**config.mk**
```make
export PLATFORM = sky130hd
export DESIGN_NAME = dma_channel_events
export DESIGN_NICKNAME = d
export VERILOG_FILES = /design/src/design/dma_chan_pkg.sv /design/src/design/dma_channel_events.sv /design/src/design/event_catch.sv
export SDC_FILE = /design/constraint.sdc
export NUM_CORES = 1
export LEC_CHECK = 0
export CORE_ASPECT_RATIO = 0.8
export CORE_MARGIN = 2
export CORE_UTILIZATION = 45
export CTS_CLUSTER_DIAMETER = 50
export DETAILED_ROUTE_END_ITERATION = 10
export DONT_BUFFER_PORTS = 1
export GPL_TIMING_DRIVEN = 0
export SLEW_MARGIN = 20
export SYNTH_ARGS = -nofsm -noshare
export SYNTH_HDL_FRONTEND = slang
export SYNTH_SLANG_ARGS = --single-unit
```
**constraint.sdc**
```tcl
create_clock -name MCLK -period 7.2 [get_ports MCLK]
set_input_delay 1.08 -clock MCLK [delete_from_list [all_inputs] [get_ports MCLK]]
set_output_delay 1.08 -clock MCLK [all_outputs]
set_load 0.01 [all_outputs]
```
**src/design/dma_chan_pkg.sv**
```systemverilog
package dma_chan_pkg;

   // ==========================================================
   // trigger codes
   localparam int unsigned EVT_LINES  = 20;
   localparam logic [4:0]  TRIG_NONE  = 5'h00;
   localparam logic [4:0]  TRIG_FIRST = 5'h01;
   localparam logic [4:0]  TRIG_TMR1  = 5'h0d;
   localparam logic [4:0]  TRIG_EXT0  = 5'h0f;
   localparam logic [4:0]  TRIG_LAST  = 5'h14;

   // ==========================================================
   // register byte offsets
   localparam logic [7:0] OFS_CONTROL   = 8'h00;
   localparam logic [7:0] OFS_IRQ_EN    = 8'h04;
   localparam logic [7:0] OFS_STATUS    = 8'h08;
   localparam logic [7:0] OFS_PARAMS    = 8'h0c;
   localparam logic [7:0] OFS_ELEM_NUM  = 8'h10;
   localparam logic [7:0] OFS_FRAME_NUM = 8'h14;

   // ==========================================================
   // field positions
   localparam int unsigned CTL_EN_BIT   = 7;
   localparam int unsigned CTL_FS_BIT   = 5;
   localparam int unsigned CTL_SYNC_MSB = 4;
   localparam int unsigned CTL_SYNC_LSB = 0;
   localparam int unsigned STATUS_W     = 7;
   localparam int unsigned ST_TRIG_BIT  = 6;

   // ==========================================================
   // reset values and write masks
   localparam logic [15:0] CTL_RESET    = 16'h0000;
   localparam logic [15:0] CTL_WMASK    = 16'hfbff;
   localparam logic [15:0] IEN_RESET    = 16'h0003;
   localparam logic [15:0] IEN_WMASK    = 16'h003f;
   localparam logic [6:0]  STS_RESET    = 7'h00;
   localparam logic [15:0] PARAMS_RESET = 16'h0000;
   localparam logic [15:0] COUNT_RESET  = 16'h0001;
   localparam logic [1:0]  BURST_FOUR   = 2'b10;

   // ==========================================================
   // types
   typedef struct packed {
      logic [1:0] destination_burst_select;
      logic       destination_packing_on;
      logic [3:0] destination_port_select;
      logic [1:0] source_burst_select;
      logic       source_packing_on;
      logic [3:0] source_port_select;
      logic [1:0] element_data_type;
   } params_type;

   typedef enum logic [1:0] {
      ST_IDLE = 2'b00,
      ST_WAIT = 2'b01,
      ST_MOVE = 2'b10
   } chan_state_type;

endpackage

```
**src/design/dma_channel_events.sv**
```systemverilog
// The Wishbone slave port and the register offsets are this design's own decisions.
`timescale 1ns/1ps
module dma_channel_events (
   // clock and reset
   input  wire logic                         MCLK,
   input  wire logic                         RST,
   // wishbone slave
   input  wire logic                         WB_CYC_I,
   input  wire logic                         WB_STB_I,
   input  wire logic                         WB_WE_I,
   input  wire logic [7:0]                   WB_ADR_I,
   input  wire logic [3:0]                   WB_SEL_I,
   input  wire logic [31:0]                  WB_DAT_I,
   output logic                              WB_ACK_O,
   output logic      [31:0]                  WB_DAT_O,
   // trigger pins, line n-1 carries code n
   input  wire logic [dma_chan_pkg::EVT_LINES-1:0] EVT_PINS,
   // transfer side
   input  wire logic                         ELEM_DONE,
   input  wire logic                         PORT_TIMEOUT,
   output logic                              SRC_REQ,
   output logic                              CHAN_ACTIVE,
   output logic                              DST_BURST4,
   output logic                              SRC_BURST4,
   output dma_chan_pkg::params_type          PORT_PARAMS,
   // interrupt requests
   output logic                              CHAN_IRQ,
   output logic                              BUS_ERR_IRQ
);
   import dma_chan_pkg::*;

   // ==========================================================
   // state
   logic [15:0]         ctl_reg;
   logic [15:0]         ctl_next;
   logic [15:0]         ien_reg;
   logic [15:0]         ien_next;
   logic [STATUS_W-1:0] status_reg;
   logic [STATUS_W-1:0] status_next;
   params_type          params_reg;
   params_type          params_next;
   logic [15:0]         elem_num_reg;
   logic [15:0]         elem_num_next;
   logic [15:0]         frame_num_reg;
   logic [15:0]         frame_num_next;
   logic [15:0]         elem_idx_reg;
   logic [15:0]         elem_idx_next;
   logic [15:0]         frame_idx_reg;
   logic [15:0]         frame_idx_next;
   chan_state_type      state_reg;
   chan_state_type      state_next;
   logic                ack_reg;
   logic [31:0]         dat_reg;
   logic                src_req_reg;
   logic                chan_irq_reg;
   logic                berr_irq_reg;
   logic                dst_b4_reg;
   logic                src_b4_reg;
   logic [EVT_LINES-1:0] evt_rise;

   function automatic logic [15:0] merge16(input logic [15:0] old,
                                           input logic [15:0] data,
                                           input logic [15:0] mask);
      merge16 = (old & ~mask) | (data & mask);
   endfunction

   // ==========================================================
   // bus decode
   wire        bus_req   = WB_CYC_I & WB_STB_I;
   wire        bus_take  = bus_req & ack_reg;
   wire        wr_take   = bus_take & WB_WE_I;
   wire        rd_take   = bus_take & ~WB_WE_I;
   wire        rd_grab   = bus_req & ~ack_reg & ~WB_WE_I;
   wire [5:0]  word_adr  = WB_ADR_I[7:2];
   wire        hit_ctl   = word_adr == OFS_CONTROL[7:2];
   wire        hit_ien   = word_adr == OFS_IRQ_EN[7:2];
   wire        hit_sts   = word_adr == OFS_STATUS[7:2];
   wire        hit_prm   = word_adr == OFS_PARAMS[7:2];
   wire        hit_enum  = word_adr == OFS_ELEM_NUM[7:2];
   wire        hit_fnum  = word_adr == OFS_FRAME_NUM[7:2];
   wire [15:0] wmask     = {{8{WB_SEL_I[1]}}, {8{WB_SEL_I[0]}}};
   wire [15:0] wdata     = WB_DAT_I[15:0];
   wire [15:0] prm_bits  = params_reg;
   wire [15:0] sts_bits  = {9'h000, status_reg};
   // unmapped words read as zero and ignore writes
   wire [15:0] rd_mux    = hit_ctl  ? ctl_reg       :
                           hit_ien  ? ien_reg       :
                           hit_sts  ? sts_bits      :
                           hit_prm  ? prm_bits      :
                           hit_enum ? elem_num_reg  :
                           hit_fnum ? frame_num_reg : 16'h0000;

   // ==========================================================
   // trigger selection
   event_catch #(
      .WIDTH (EVT_LINES)
   ) u_evt (
      .clk  (MCLK),
      .rst  (RST),
      .pins (EVT_PINS),
      .rise (evt_rise)
   );

   // code 0 and reserved codes land on constant zero bits
   wire [31:0] evt_map   = {{(31 - EVT_LINES){1'b0}}, evt_rise, 1'b0};
   wire [4:0]  sync_sel  = ctl_reg[CTL_SYNC_MSB:CTL_SYNC_LSB];
   wire        free_run  = sync_sel == TRIG_NONE;
   // every channel decodes the shared pins itself; nothing is consumed
   wire        trig_evt  = evt_map[sync_sel];

   // ==========================================================
   // transfer sequencing
   wire        en         = ctl_reg[CTL_EN_BIT];
   wire        fs         = ctl_reg[CTL_FS_BIT];
   wire        in_wait    = state_reg == ST_WAIT;
   wire        in_move    = state_reg == ST_MOVE;
   wire        start_unit = in_wait & en & (free_run | trig_evt);
   wire        elem_move  = src_req_reg & ELEM_DONE & en;
   wire [15:0] elem_inc   = elem_idx_reg + 16'h0001;
   wire [15:0] frame_inc  = frame_idx_reg + 16'h0001;
   wire [15:0] half_pt    = {1'b0, elem_num_reg[15:1]};
   wire        last_elem  = elem_inc == elem_num_reg;
   wire        last_frame = frame_inc == frame_num_reg;
   // element sync ends the unit after one element, frame sync after a frame
   wire        unit_done  = elem_move & (~fs | last_elem);

   // ==========================================================
   // events
   wire half_evt  = elem_move & (elem_inc == half_pt);
   wire frame_evt = elem_move & last_elem;
   wire block_evt = frame_evt & last_frame;
   wire lastf_evt = start_unit & (elem_idx_reg == 16'h0000)
                    & last_frame;
   // a trigger still lost if it lands on the finishing element
   wire drop_evt  = trig_evt & en & in_move;
   wire trig_resp = start_unit & ~free_run;

   wire [6:0] ev_raw  = {trig_resp, block_evt, lastf_evt, frame_evt,
                         half_evt, drop_evt, PORT_TIMEOUT};
   wire [6:0] set_vec = ev_raw & {1'b1, ien_reg[5:0]};
   // only bits that were captured for the reader are cleared
   wire [6:0] rd_clr  = (rd_take & hit_sts) ? dat_reg[6:0] : 7'h00;
   wire [6:0] svc_clr = {unit_done, 6'h00};

   // ==========================================================
   // register next values
   always_comb begin
      ctl_next = ctl_reg;
      if (wr_take & hit_ctl) begin
         ctl_next = merge16(ctl_reg, wdata, wmask) & CTL_WMASK;
      end
      if (block_evt) begin
         ctl_next[CTL_EN_BIT] = 1'b0;
      end
   end

   assign ien_next = (wr_take & hit_ien)
                   ? merge16(ien_reg, wdata, wmask) & IEN_WMASK
                   : ien_reg;
   assign params_next = (wr_take & hit_prm)
                      ? params_type'(merge16(prm_bits, wdata, wmask))
                      : params_reg;
   assign elem_num_next = (wr_take & hit_enum)
                        ? merge16(elem_num_reg, wdata, wmask)
                        : elem_num_reg;
   assign frame_num_next = (wr_take & hit_fnum)
                         ? merge16(frame_num_reg, wdata, wmask)
                         : frame_num_reg;
   // set beats clear so no event is lost
   assign status_next = (status_reg & ~rd_clr & ~svc_clr) | set_vec;

   always_comb begin
      state_next     = state_reg;
      elem_idx_next  = elem_idx_reg;
      frame_idx_next = frame_idx_reg;
      case (state_reg)
         ST_IDLE: begin
            if (en) begin
               state_next     = ST_WAIT;
               elem_idx_next  = 16'h0000;
               frame_idx_next = 16'h0000;
            end
         end
         ST_WAIT: begin
            if (!en) begin
               state_next = ST_IDLE;
            end else if (start_unit) begin
               state_next = ST_MOVE;
            end
         end
         ST_MOVE: begin
            if (!en) begin
               state_next = ST_IDLE;
            end else if (elem_move) begin
               if (last_elem) begin
                  elem_idx_next  = 16'h0000;
                  frame_idx_next = frame_inc;
               end else begin
                  elem_idx_next = elem_inc;
               end
               if (block_evt) begin
                  state_next = ST_IDLE;
               end else if (unit_done) begin
                  state_next = ST_WAIT;
               end
            end
         end
         default: begin
            state_next = ST_IDLE;
         end
      endcase
   end

   // ==========================================================
   // flip-flops
   always_ff @(posedge MCLK) begin
      if (RST) begin
         ctl_reg       <= CTL_RESET;
         ien_reg       <= IEN_RESET;
         status_reg    <= STS_RESET;
         params_reg    <= params_type'(PARAMS_RESET);
         elem_num_reg  <= COUNT_RESET;
         frame_num_reg <= COUNT_RESET;
         elem_idx_reg  <= 16'h0000;
         frame_idx_reg <= 16'h0000;
         state_reg     <= ST_IDLE;
         src_req_reg   <= 1'b0;
         chan_irq_reg  <= 1'b0;
         berr_irq_reg  <= 1'b0;
         dst_b4_reg    <= 1'b0;
         src_b4_reg    <= 1'b0;
      end else begin
         ctl_reg       <= ctl_next;
         ien_reg       <= ien_next;
         status_reg    <= status_next;
         params_reg    <= params_next;
         elem_num_reg  <= elem_num_next;
         frame_num_reg <= frame_num_next;
         elem_idx_reg  <= elem_idx_next;
         frame_idx_reg <= frame_idx_next;
         state_reg     <= state_next;
         src_req_reg   <= state_next == ST_MOVE;
         chan_irq_reg  <= |set_vec[5:1];
         berr_irq_reg  <= set_vec[0];
         // reserved 11b falls back to single access
         dst_b4_reg    <= params_next.destination_burst_select
                          == BURST_FOUR;
         src_b4_reg    <= params_next.source_burst_select == BURST_FOUR;
      end
   end

   // read data is caught one edge before the master takes it
   always_ff @(posedge MCLK) begin
      if (RST) begin
         ack_reg <= 1'b0;
         dat_reg <= 32'h0000_0000;
      end else begin
         ack_reg <= bus_req & ~ack_reg;
         dat_reg <= rd_grab ? {16'h0000, rd_mux} : 32'h0000_0000;
      end
   end

   // ==========================================================
   // outputs
   assign WB_ACK_O    = ack_reg;
   assign WB_DAT_O    = dat_reg;
   assign SRC_REQ     = src_req_reg;
   assign CHAN_ACTIVE = ctl_reg[CTL_EN_BIT];
   assign DST_BURST4  = dst_b4_reg;
   assign SRC_BURST4  = src_b4_reg;
   assign PORT_PARAMS = params_reg;
   assign CHAN_IRQ    = chan_irq_reg;
   assign BUS_ERR_IRQ = berr_irq_reg;
endmodule

```
**src/design/event_catch.sv**
```systemverilog
`timescale 1ns/1ps
module event_catch #(
   parameter int WIDTH = 20
) (
   // clock and reset
   input  wire logic             clk,
   input  wire logic             rst,
   // raw lines and their rising edges
   input  wire logic [WIDTH-1:0] pins,
   output logic      [WIDTH-1:0] rise
);

   // ==========================================================
   // two-stage synchroniser, then edge detect on clean copy
   logic [WIDTH-1:0] meta_reg;
   logic [WIDTH-1:0] sync_reg;
   logic [WIDTH-1:0] last_reg;

   always_ff @(posedge clk) begin
      if (rst) begin
         meta_reg <= '0;
         sync_reg <= '0;
         last_reg <= '0;
         rise     <= '0;
      end else begin
         meta_reg <= pins;
         sync_reg <= meta_reg;
         last_reg <= sync_reg;
         rise     <= sync_reg & ~last_reg;
      end
   end

endmodule

```
==> results of run 1 <==
[layout by cell type, fill, tap and decap left out, types with 6 or more instances in the layout]
cell	count
nor4_1	7
nor3_1	24
a22o_1	11
o21ai_0	16
or3_1	8
dfxtp_1	212
conb_1	16
inv_1	13
a21oi_1	30
xor2_1	19
a31oi_1	26
and3_1	14
nand4_1	14
clkbuf_1	58
nand2_1	85
nor2b_1	86
clkbuf_16	25
a211oi_1	6
a222oi_1	8
mux2i_1	81
o211ai_1	12
nand3_1	42
and2_1	7
buf_2	13
buf_4	21
or4_1	14
nor2_1	110
and4_1	7
xnor2_1	39
[metrics by stage]
step           std cells   util  setup WS [ns]  cell area, um2  hold WS [ns]
2_1_floorplan       1098      -           4.06            9870         0.367
3_3_place_gp        1373  0.475           3.05           10200         0.371
3_5_place_dp        1373  0.475           3.03           10200         0.372
4_1_cts             1419  0.514           3.35           11000         0.381
5_1_grt             1419  0.514           3.03           11100         0.384
6_report            1419  0.514           3.22           11100         0.379
[how the worst max path moves through the flow]
stage / cells past startpoint / end / start
after detailed placement: 6 / flip-flop / WB_ADR_I[5]
after floorplan: 6 / flip-flop / WB_ADR_I[5]
final: 11 / CHAN_IRQ / elem_idx_reg[1]
after global routing: 11 / CHAN_IRQ / elem_idx_reg[1]
after global placement: 6 / flip-flop / WB_ADR_I[5]
after CTS: 11 / CHAN_IRQ / elem_idx_reg[1]
[metal layers]
layer	vias up	wire, um	global-route usage
met5	-	0	0
met3	47	2840	0.0507
met1	3948	14400	0.397
met2	389	11700	0.363
li1	3896	-	-
met4	0	604	0.0532
[synthesized netlist by cell type, types with 4 or more instances]
master,count
and4_1,7
a22o_1,11
inv_1,13
and2_1,7
nor2_1,111
nand2b_1,5
a21oi_1,30
nand4_1,14
xor2_1,19
a222oi_1,8
o21ai_0,16
or3_1,8
nor3_1,25
a31oi_1,26
nor2b_1,86
a221oi_1,4
mux2_2,5
nand4_2,4
nand2_1,85
nor4_1,7
buf_4,21
o31ai_1,5
nand3_1,42
o211ai_1,12
buf_2,13
a22oi_1,5
dfxtp_1,212
mux2i_1,81
a21boi_0,4
o22ai_1,5
xnor2_1,39
clkbuf_1,52
or4_1,14
a211oi_1,6
and3_1,14
[cell families (layout without fill, tap and decap cells)]
| logic type | Yosys count | count (layout) |
|---|---|---|
| AND/OR/NAND/NOR | 458 | 458 |
| flip-flops | 212 | 212 |
| AO/OA/AOI/OAI | 157 | 157 |
| buffers and inverters | 103 | 149 |
| multiplexers | 89 | 89 |
| XOR/XNOR | 60 | 60 |
| adder cells (fa/ha/maj) | 3 | 3 |
| other | 1 | 16 |
[cell type report]
type / instances / area share
plain buffers: 90 / 0.0398
clock buffers: 35 / 0.0636
clock inverters: 11 / 0.0121
inverters: 13 / 0.00441
multi-input cells: 783 / 0.465
flip-flops and latches: 212 / 0.384
well taps: 275 / 0.0311
[report_power, final]
| group | internal, mW | switching, mW |
|---|---|---|
| sequential | 1.19 | 0.00490 |
| clock | 0.736 | 0.538 |
| combinational | 0.0273 | 0.0536 |
[worst max-delay path: cells and delay by family (launching register included)]
kind	cells	cell delay [ns]
and+or+nand+nor	5	1.71
DFF	1	0.46
xor gates and xnor gates	1	0.16
adders and majority gates	1	0.41
AOI/OAI and AO/OA	2	0.54
buffers and inverters	2	0.55
==> results.sh, run 1 <==
export IMPL_synthFlopType="dfxtp_1"
export IMPL_synth_edf_count=0
export IMPL_grt_overflow=0
export IMPL_num_antenna_cells=0
export IMPL_r2r_start="elem_idx_reg[1]"
export IMPL_timing_rr_end="CHAN_IRQ"
export IMPL_min_from="u_evt.last_reg[6]"
export IMPL_num_vias=8280
export IMPL_syn_to_final_growth_pct=12.7
export IMPL_grt_usage=0.256
export IMPL_synthAdderAreaFrac=0.00383
export IMPL_slowest_stage="or4_1"
export IMPL_pin_count=126
export IMPL_drc=0
export IMPL_synthSimpleGateAreaFrac=0.249
export IMPL_drt_iter0_markers=830
export IMPL_cts_setup_buffers=0
export IMPL_die_height_um=136
export IMPL_final_period_utilization=0.553
export IMPL_syn_area_mm2=0.00981
export IMPL_max_cap_violations=0
export IMPL_clock_sinks=212
export IMPL_fmaxAchievable_mhz=251
export IMPL_setup_viol=0
export IMPL_synth_mux_area_frac=0.0953
export IMPL_max_stage_delay_ns=0.56
export IMPL_synth_seq_area_share=0.433
export IMPL_relSlewSlack=0.238
export IMPL_antenna_found_initial=0
export IMPL_wl_um=29500
export IMPL_powerDensity_mw_per_mm2=231
export IMPL_hold_path_endpoint="u_evt.rise[6]"
export IMPL_clock_skew_ns=0.0191
export IMPL_drive_gt1_frac=0.0944
export IMPL_grt_pass1_wl_um=45000
export IMPL_hp_class="reg -> reg"
export IMPL_period_needed_ns=3.98
export IMPL_synth_top_family_by_area="simple AND/OR/NAND/NOR gates"
export IMPL_synth_xor_xnor_area_share=0.0564
export IMPL_hpwlAfterDp_um=21700
export IMPL_ys_ff_latch=212
export IMPL_dieArea_mm2=0.0230
export IMPL_rows=48
export IMPL_final_antenna_net_count=0
export IMPL_synth_area_leaders="dfxtp_1, mux2i_1, nor2b_1"
export IMPL_yosys_warnings=0
export IMPL_slew_violations=0
export IMPL_clock_root_buffer="clkbuf_16"
export IMPL_grt_max_degree=15
export IMPL_synth_distinct_cells=73
export IMPL_start_util=0.456
export IMPL_worstPathArrival_ns=4.37
export IMPL_finalHoldViolCount=0
export IMPL_synth_compound_area_frac=0.113
export IMPL_synth_top_cell_by_area="dfxtp_1"
export IMPL_grt_pass1_vias=7459
export IMPL_synth_top_area_share=0.433
export IMPL_start_kind="flip-flop"
export IMPL_fillCellCount=2065
export IMPL_async_flop_share=0
export IMPL_worstSetupPathType="reg -> reg"
export IMPL_p_total_mw=2.55
export IMPL_multi_input_area_mm2=0.00514
export IMPL_ff_latch_area_mm2=0.00424
export IMPL_fp_dieW_um=169
export IMPL_crit_chain="ha_1, nand3_1, or4_1, buf_2, xor2_1, nand4_1, nor3_2, and2_1, clkbuf_1, o211ai_1, a31oi_1"
export IMPL_r2r_cells=11
export IMPL_coreArea_mm2=0.0215
export IMPL_synth_area_per_cell_um2=9.06
export IMPL_power_leakage_nw=3.90
export IMPL_status="finished, final reports clean"
export IMPL_rsz0062_at_grt="no"
export IMPL_clockBufferDepth=3
export IMPL_min_path_cells=1
export IMPL_viasPerCell=5.84
export IMPL_ctsHoldBuffers=0
export IMPL_gp_congestion=0.947
export IMPL_critPathCaptureType="flip-flop"
export IMPL_clk_pin_slew_ns=0.06
export IMPL_cts_tree="yes"
export IMPL_cts_buffers=25
export IMPL_peakVddDrop_uv=189
export IMPL_first_pass_iters=5
export IMPL_cp_data_required_time_ns=7.59
export IMPL_r2r_slack_ns=3.22
export IMPL_cts_max_level=1
export IMPL_synthCells=1083
export IMPL_final_nets=1199
export IMPL_worst_slew_pin_slew_ns=1.13
export IMPL_port_buffer_count=0
export IMPL_post_drt_wl_per_cell_um=20.8
export IMPL_clkLatencyLatePin_ns=0.54
export IMPL_ctsResizeCount=0
export IMPL_cp_max_fo=9
export IMPL_fin_setup_tns_ns=0
(Power assumes the default switching activity.)
==> inputs of run 2 (changes only) <==
==> constraint.sdc (replaced) <==
create_clock -name MCLK -period 4.07 [get_ports MCLK]
set_input_delay 0.6105 -clock MCLK [delete_from_list [all_inputs] [get_ports MCLK]]
set_output_delay 0.6105 -clock MCLK [all_outputs]
set_load 0.01 [all_outputs]
==> run 2 against run 1 <==
Critical path type unchanged. Highest routed layer unchanged. Largest cell class unchanged. Clock skew about the same. Sequential share of layout area about the same. Non-clock buffer count fell by 1.
==> results.sh, run 2 (synthesis gave the netlist of run 1 again) <==
export IMPL_grt_usage=0.256
export IMPL_critPathCaptureType="flip-flop"
export IMPL_syn_to_final_growth_pct=12.7
export IMPL_timing_rr_end="CHAN_IRQ"
export IMPL_worstPathArrival_ns=4.31
export IMPL_power_leakage_nw=3.90
export IMPL_final_area_mm2=0.0111
export IMPL_start_kind="flip-flop"
export IMPL_finalHoldViolCount=0
export IMPL_num_vias=8234
export IMPL_ctsHoldBuffers=0
export IMPL_cts_tree="yes"
export IMPL_cp_data_required_time_ns=4.46
export IMPL_clock_sinks=212
export IMPL_grt_overflow=0
export IMPL_worst_path_buf_inv=1
export IMPL_crit_chain="ha_1, nand3_1, buf_2, nor4_1, mux2_2, nand2_1, nor4_1, nand4_1, a21boi_0, a31oi_1"
export IMPL_final_nets=1198
export IMPL_setup_viol=0
export IMPL_grt_pass1_wl_um=45000
export IMPL_hp_class="in -> reg"
export IMPL_p_total_mw=4.51
export IMPL_p_sw_mw=1.05
export IMPL_fillCellCount=2063
export IMPL_ff_latch_area_mm2=0.00424
export IMPL_startpoint="elem_idx_reg[1]"
export IMPL_p_comb_frac=0.032
export IMPL_peakVddDrop_uv=329
export IMPL_r2r_cells=10
export IMPL_fmaxAchievable_mhz=255
export IMPL_post_drt_wl_per_cell_um=20.8
export IMPL_cp_top_family="simple AND/OR/NAND/NOR gates"
export IMPL_num_antenna_cells=0
export IMPL_r2r_slack_ns=0.14
export IMPL_port_buffer_count=0
export IMPL_worst_slew_pin_slew_ns=1.10
export IMPL_slew_violations=0
export IMPL_drt_iter0_markers=859
export IMPL_fp_dieW_um=169
export IMPL_grt_max_degree=15
export IMPL_antenna_found_initial=0
export IMPL_switching_share=0.233
export IMPL_coreArea_mm2=0.0215
export IMPL_slowest_stage="nor4_1"
export IMPL_p_clk_frac=0.499
export IMPL_grt_pass1_vias=7459
export IMPL_fin_setup_tns_ns=0
export IMPL_relSlewSlack=0.259
export IMPL_seqPwrFrac=0.469
export IMPL_clk_pin_slew_ns=0.06
export IMPL_viasPerCell=5.81
export IMPL_wl_um=29500
export IMPL_r2r_start="elem_idx_reg[1]"
export IMPL_whs_ns=0.164
export IMPL_max_stage_delay_ns=0.79
export IMPL_path_depth=10
export IMPL_clockBufferDepth=3
export IMPL_multi_input_area_mm2=0.00515
export IMPL_drc=0
export IMPL_hpwlAfterDp_um=21700
export IMPL_cts_max_level=1
export IMPL_worstSetupPathType="reg -> reg"
export IMPL_final_antenna_net_count=0
export IMPL_cp_max_fo=10
export IMPL_rsz0062_at_grt="no"
export IMPL_period_needed_ns=3.93
export IMPL_layout_common_cells="dfxtp_1, nor2_1, nor2b_1"
export IMPL_drive_gt1_frac=0.0945
export IMPL_cts_buffers=25
export IMPL_cts_setup_buffers=0
export IMPL_cp_common_cell="nor4_1"
export IMPL_internal_power_mw=3.46
export IMPL_pin_count=126
export IMPL_dpl_cell_area_mm2=0.0102
export IMPL_gp_congestion=0.947
export IMPL_pre_cts_ws_ns=0.262
export IMPL_clock_skew_ns=0.0189
export IMPL_first_pass_iters=6
export IMPL_status="finished, final reports clean"
export IMPL_rows=48
export IMPL_powerDensity_mw_per_mm2=408
export IMPL_dieArea_mm2=0.0230
export IMPL_final_period_utilization=0.965
export IMPL_clock_root_buffer="clkbuf_16"
export IMPL_layout_commonest_cell="dfxtp_1"
export IMPL_start_util=0.456
export IMPL_clkLatencyLatePin_ns=0.54
export IMPL_die_height_um=136
export IMPL_finalWorstSetupSlack_ns=0.142
export IMPL_crit_path_end="CHAN_IRQ"
export IMPL_max_cap_violations=0
==> run 2: power groups by stage <==
stage          Clock, mW  Sequential, mW  Combinational [mW]
2_1_floorplan          0            2.16               0.102
3_3_place_gp           0            2.16               0.141
3_5_place_dp           0            2.16               0.142
4_1_cts             2.28            2.12               0.142
5_1_grt             2.37            2.12               0.155
6_report            2.25            2.12               0.143
==> run 2: repair_timing <==
item                                   4_1_cts  5_1_grt
setup endpoints to repair                    0        1
resized for setup                            0        1
endpoints found under the hold margin        0        0
==> run 2: worst reg2reg max path, cell delays in order, from the launching register on <==
cell and delay, ns:
dfxtp_1 0.46, ha_1 0.41, nand3_1 0.27, buf_2 0.28
nor4_1 0.79, mux2_2 0.29, nand2_1 0.06, nor4_1 0.34
nand4_1 0.26, a21boi_0 0.22, a31oi_1 0.40
==> run 2: metrics by stage <==
stage	cells	util
finish	1418	0.514
global route	1418	0.514
CTS	1419	0.514
detailed placement	1373	0.475
global placement	1373	0.475
floorplan	1098	-
==> run 2: cell type report <==
class,instances,area share
inverters,13,0.00441
well taps,275,0.0311
clock buffers,35,0.0636
flip-flops and latches,212,0.384
plain buffers,89,0.0395
multi-input cells,783,0.466
clock inverters,11,0.0121
==> run 2: per-layer routing <==
metal,global-route usage,part of all wire,vias to the layer above
met5,0,0,-
met4,0.0532,0.021,0
met3,0.0507,0.10,46
met2,0.363,0.40,391
met1,0.397,0.48,3905
li1,-,-,3892
==> run 2: how the worst min path moves through the flow <==
stage / startpoint / to / depth (start not counted)
6_report: RST / WB_ACK_O / 1
5_1_grt: RST / WB_ACK_O / 1
4_1_cts: RST / WB_ACK_O / 1
3_5_place_dp: u_evt.last_reg[12] / u_evt.rise[12] / 1
3_3_place_gp: u_evt.last_reg[19] / u_evt.rise[19] / 1
2_1_floorplan: u_evt.last_reg[0] / u_evt.rise[0] / 1
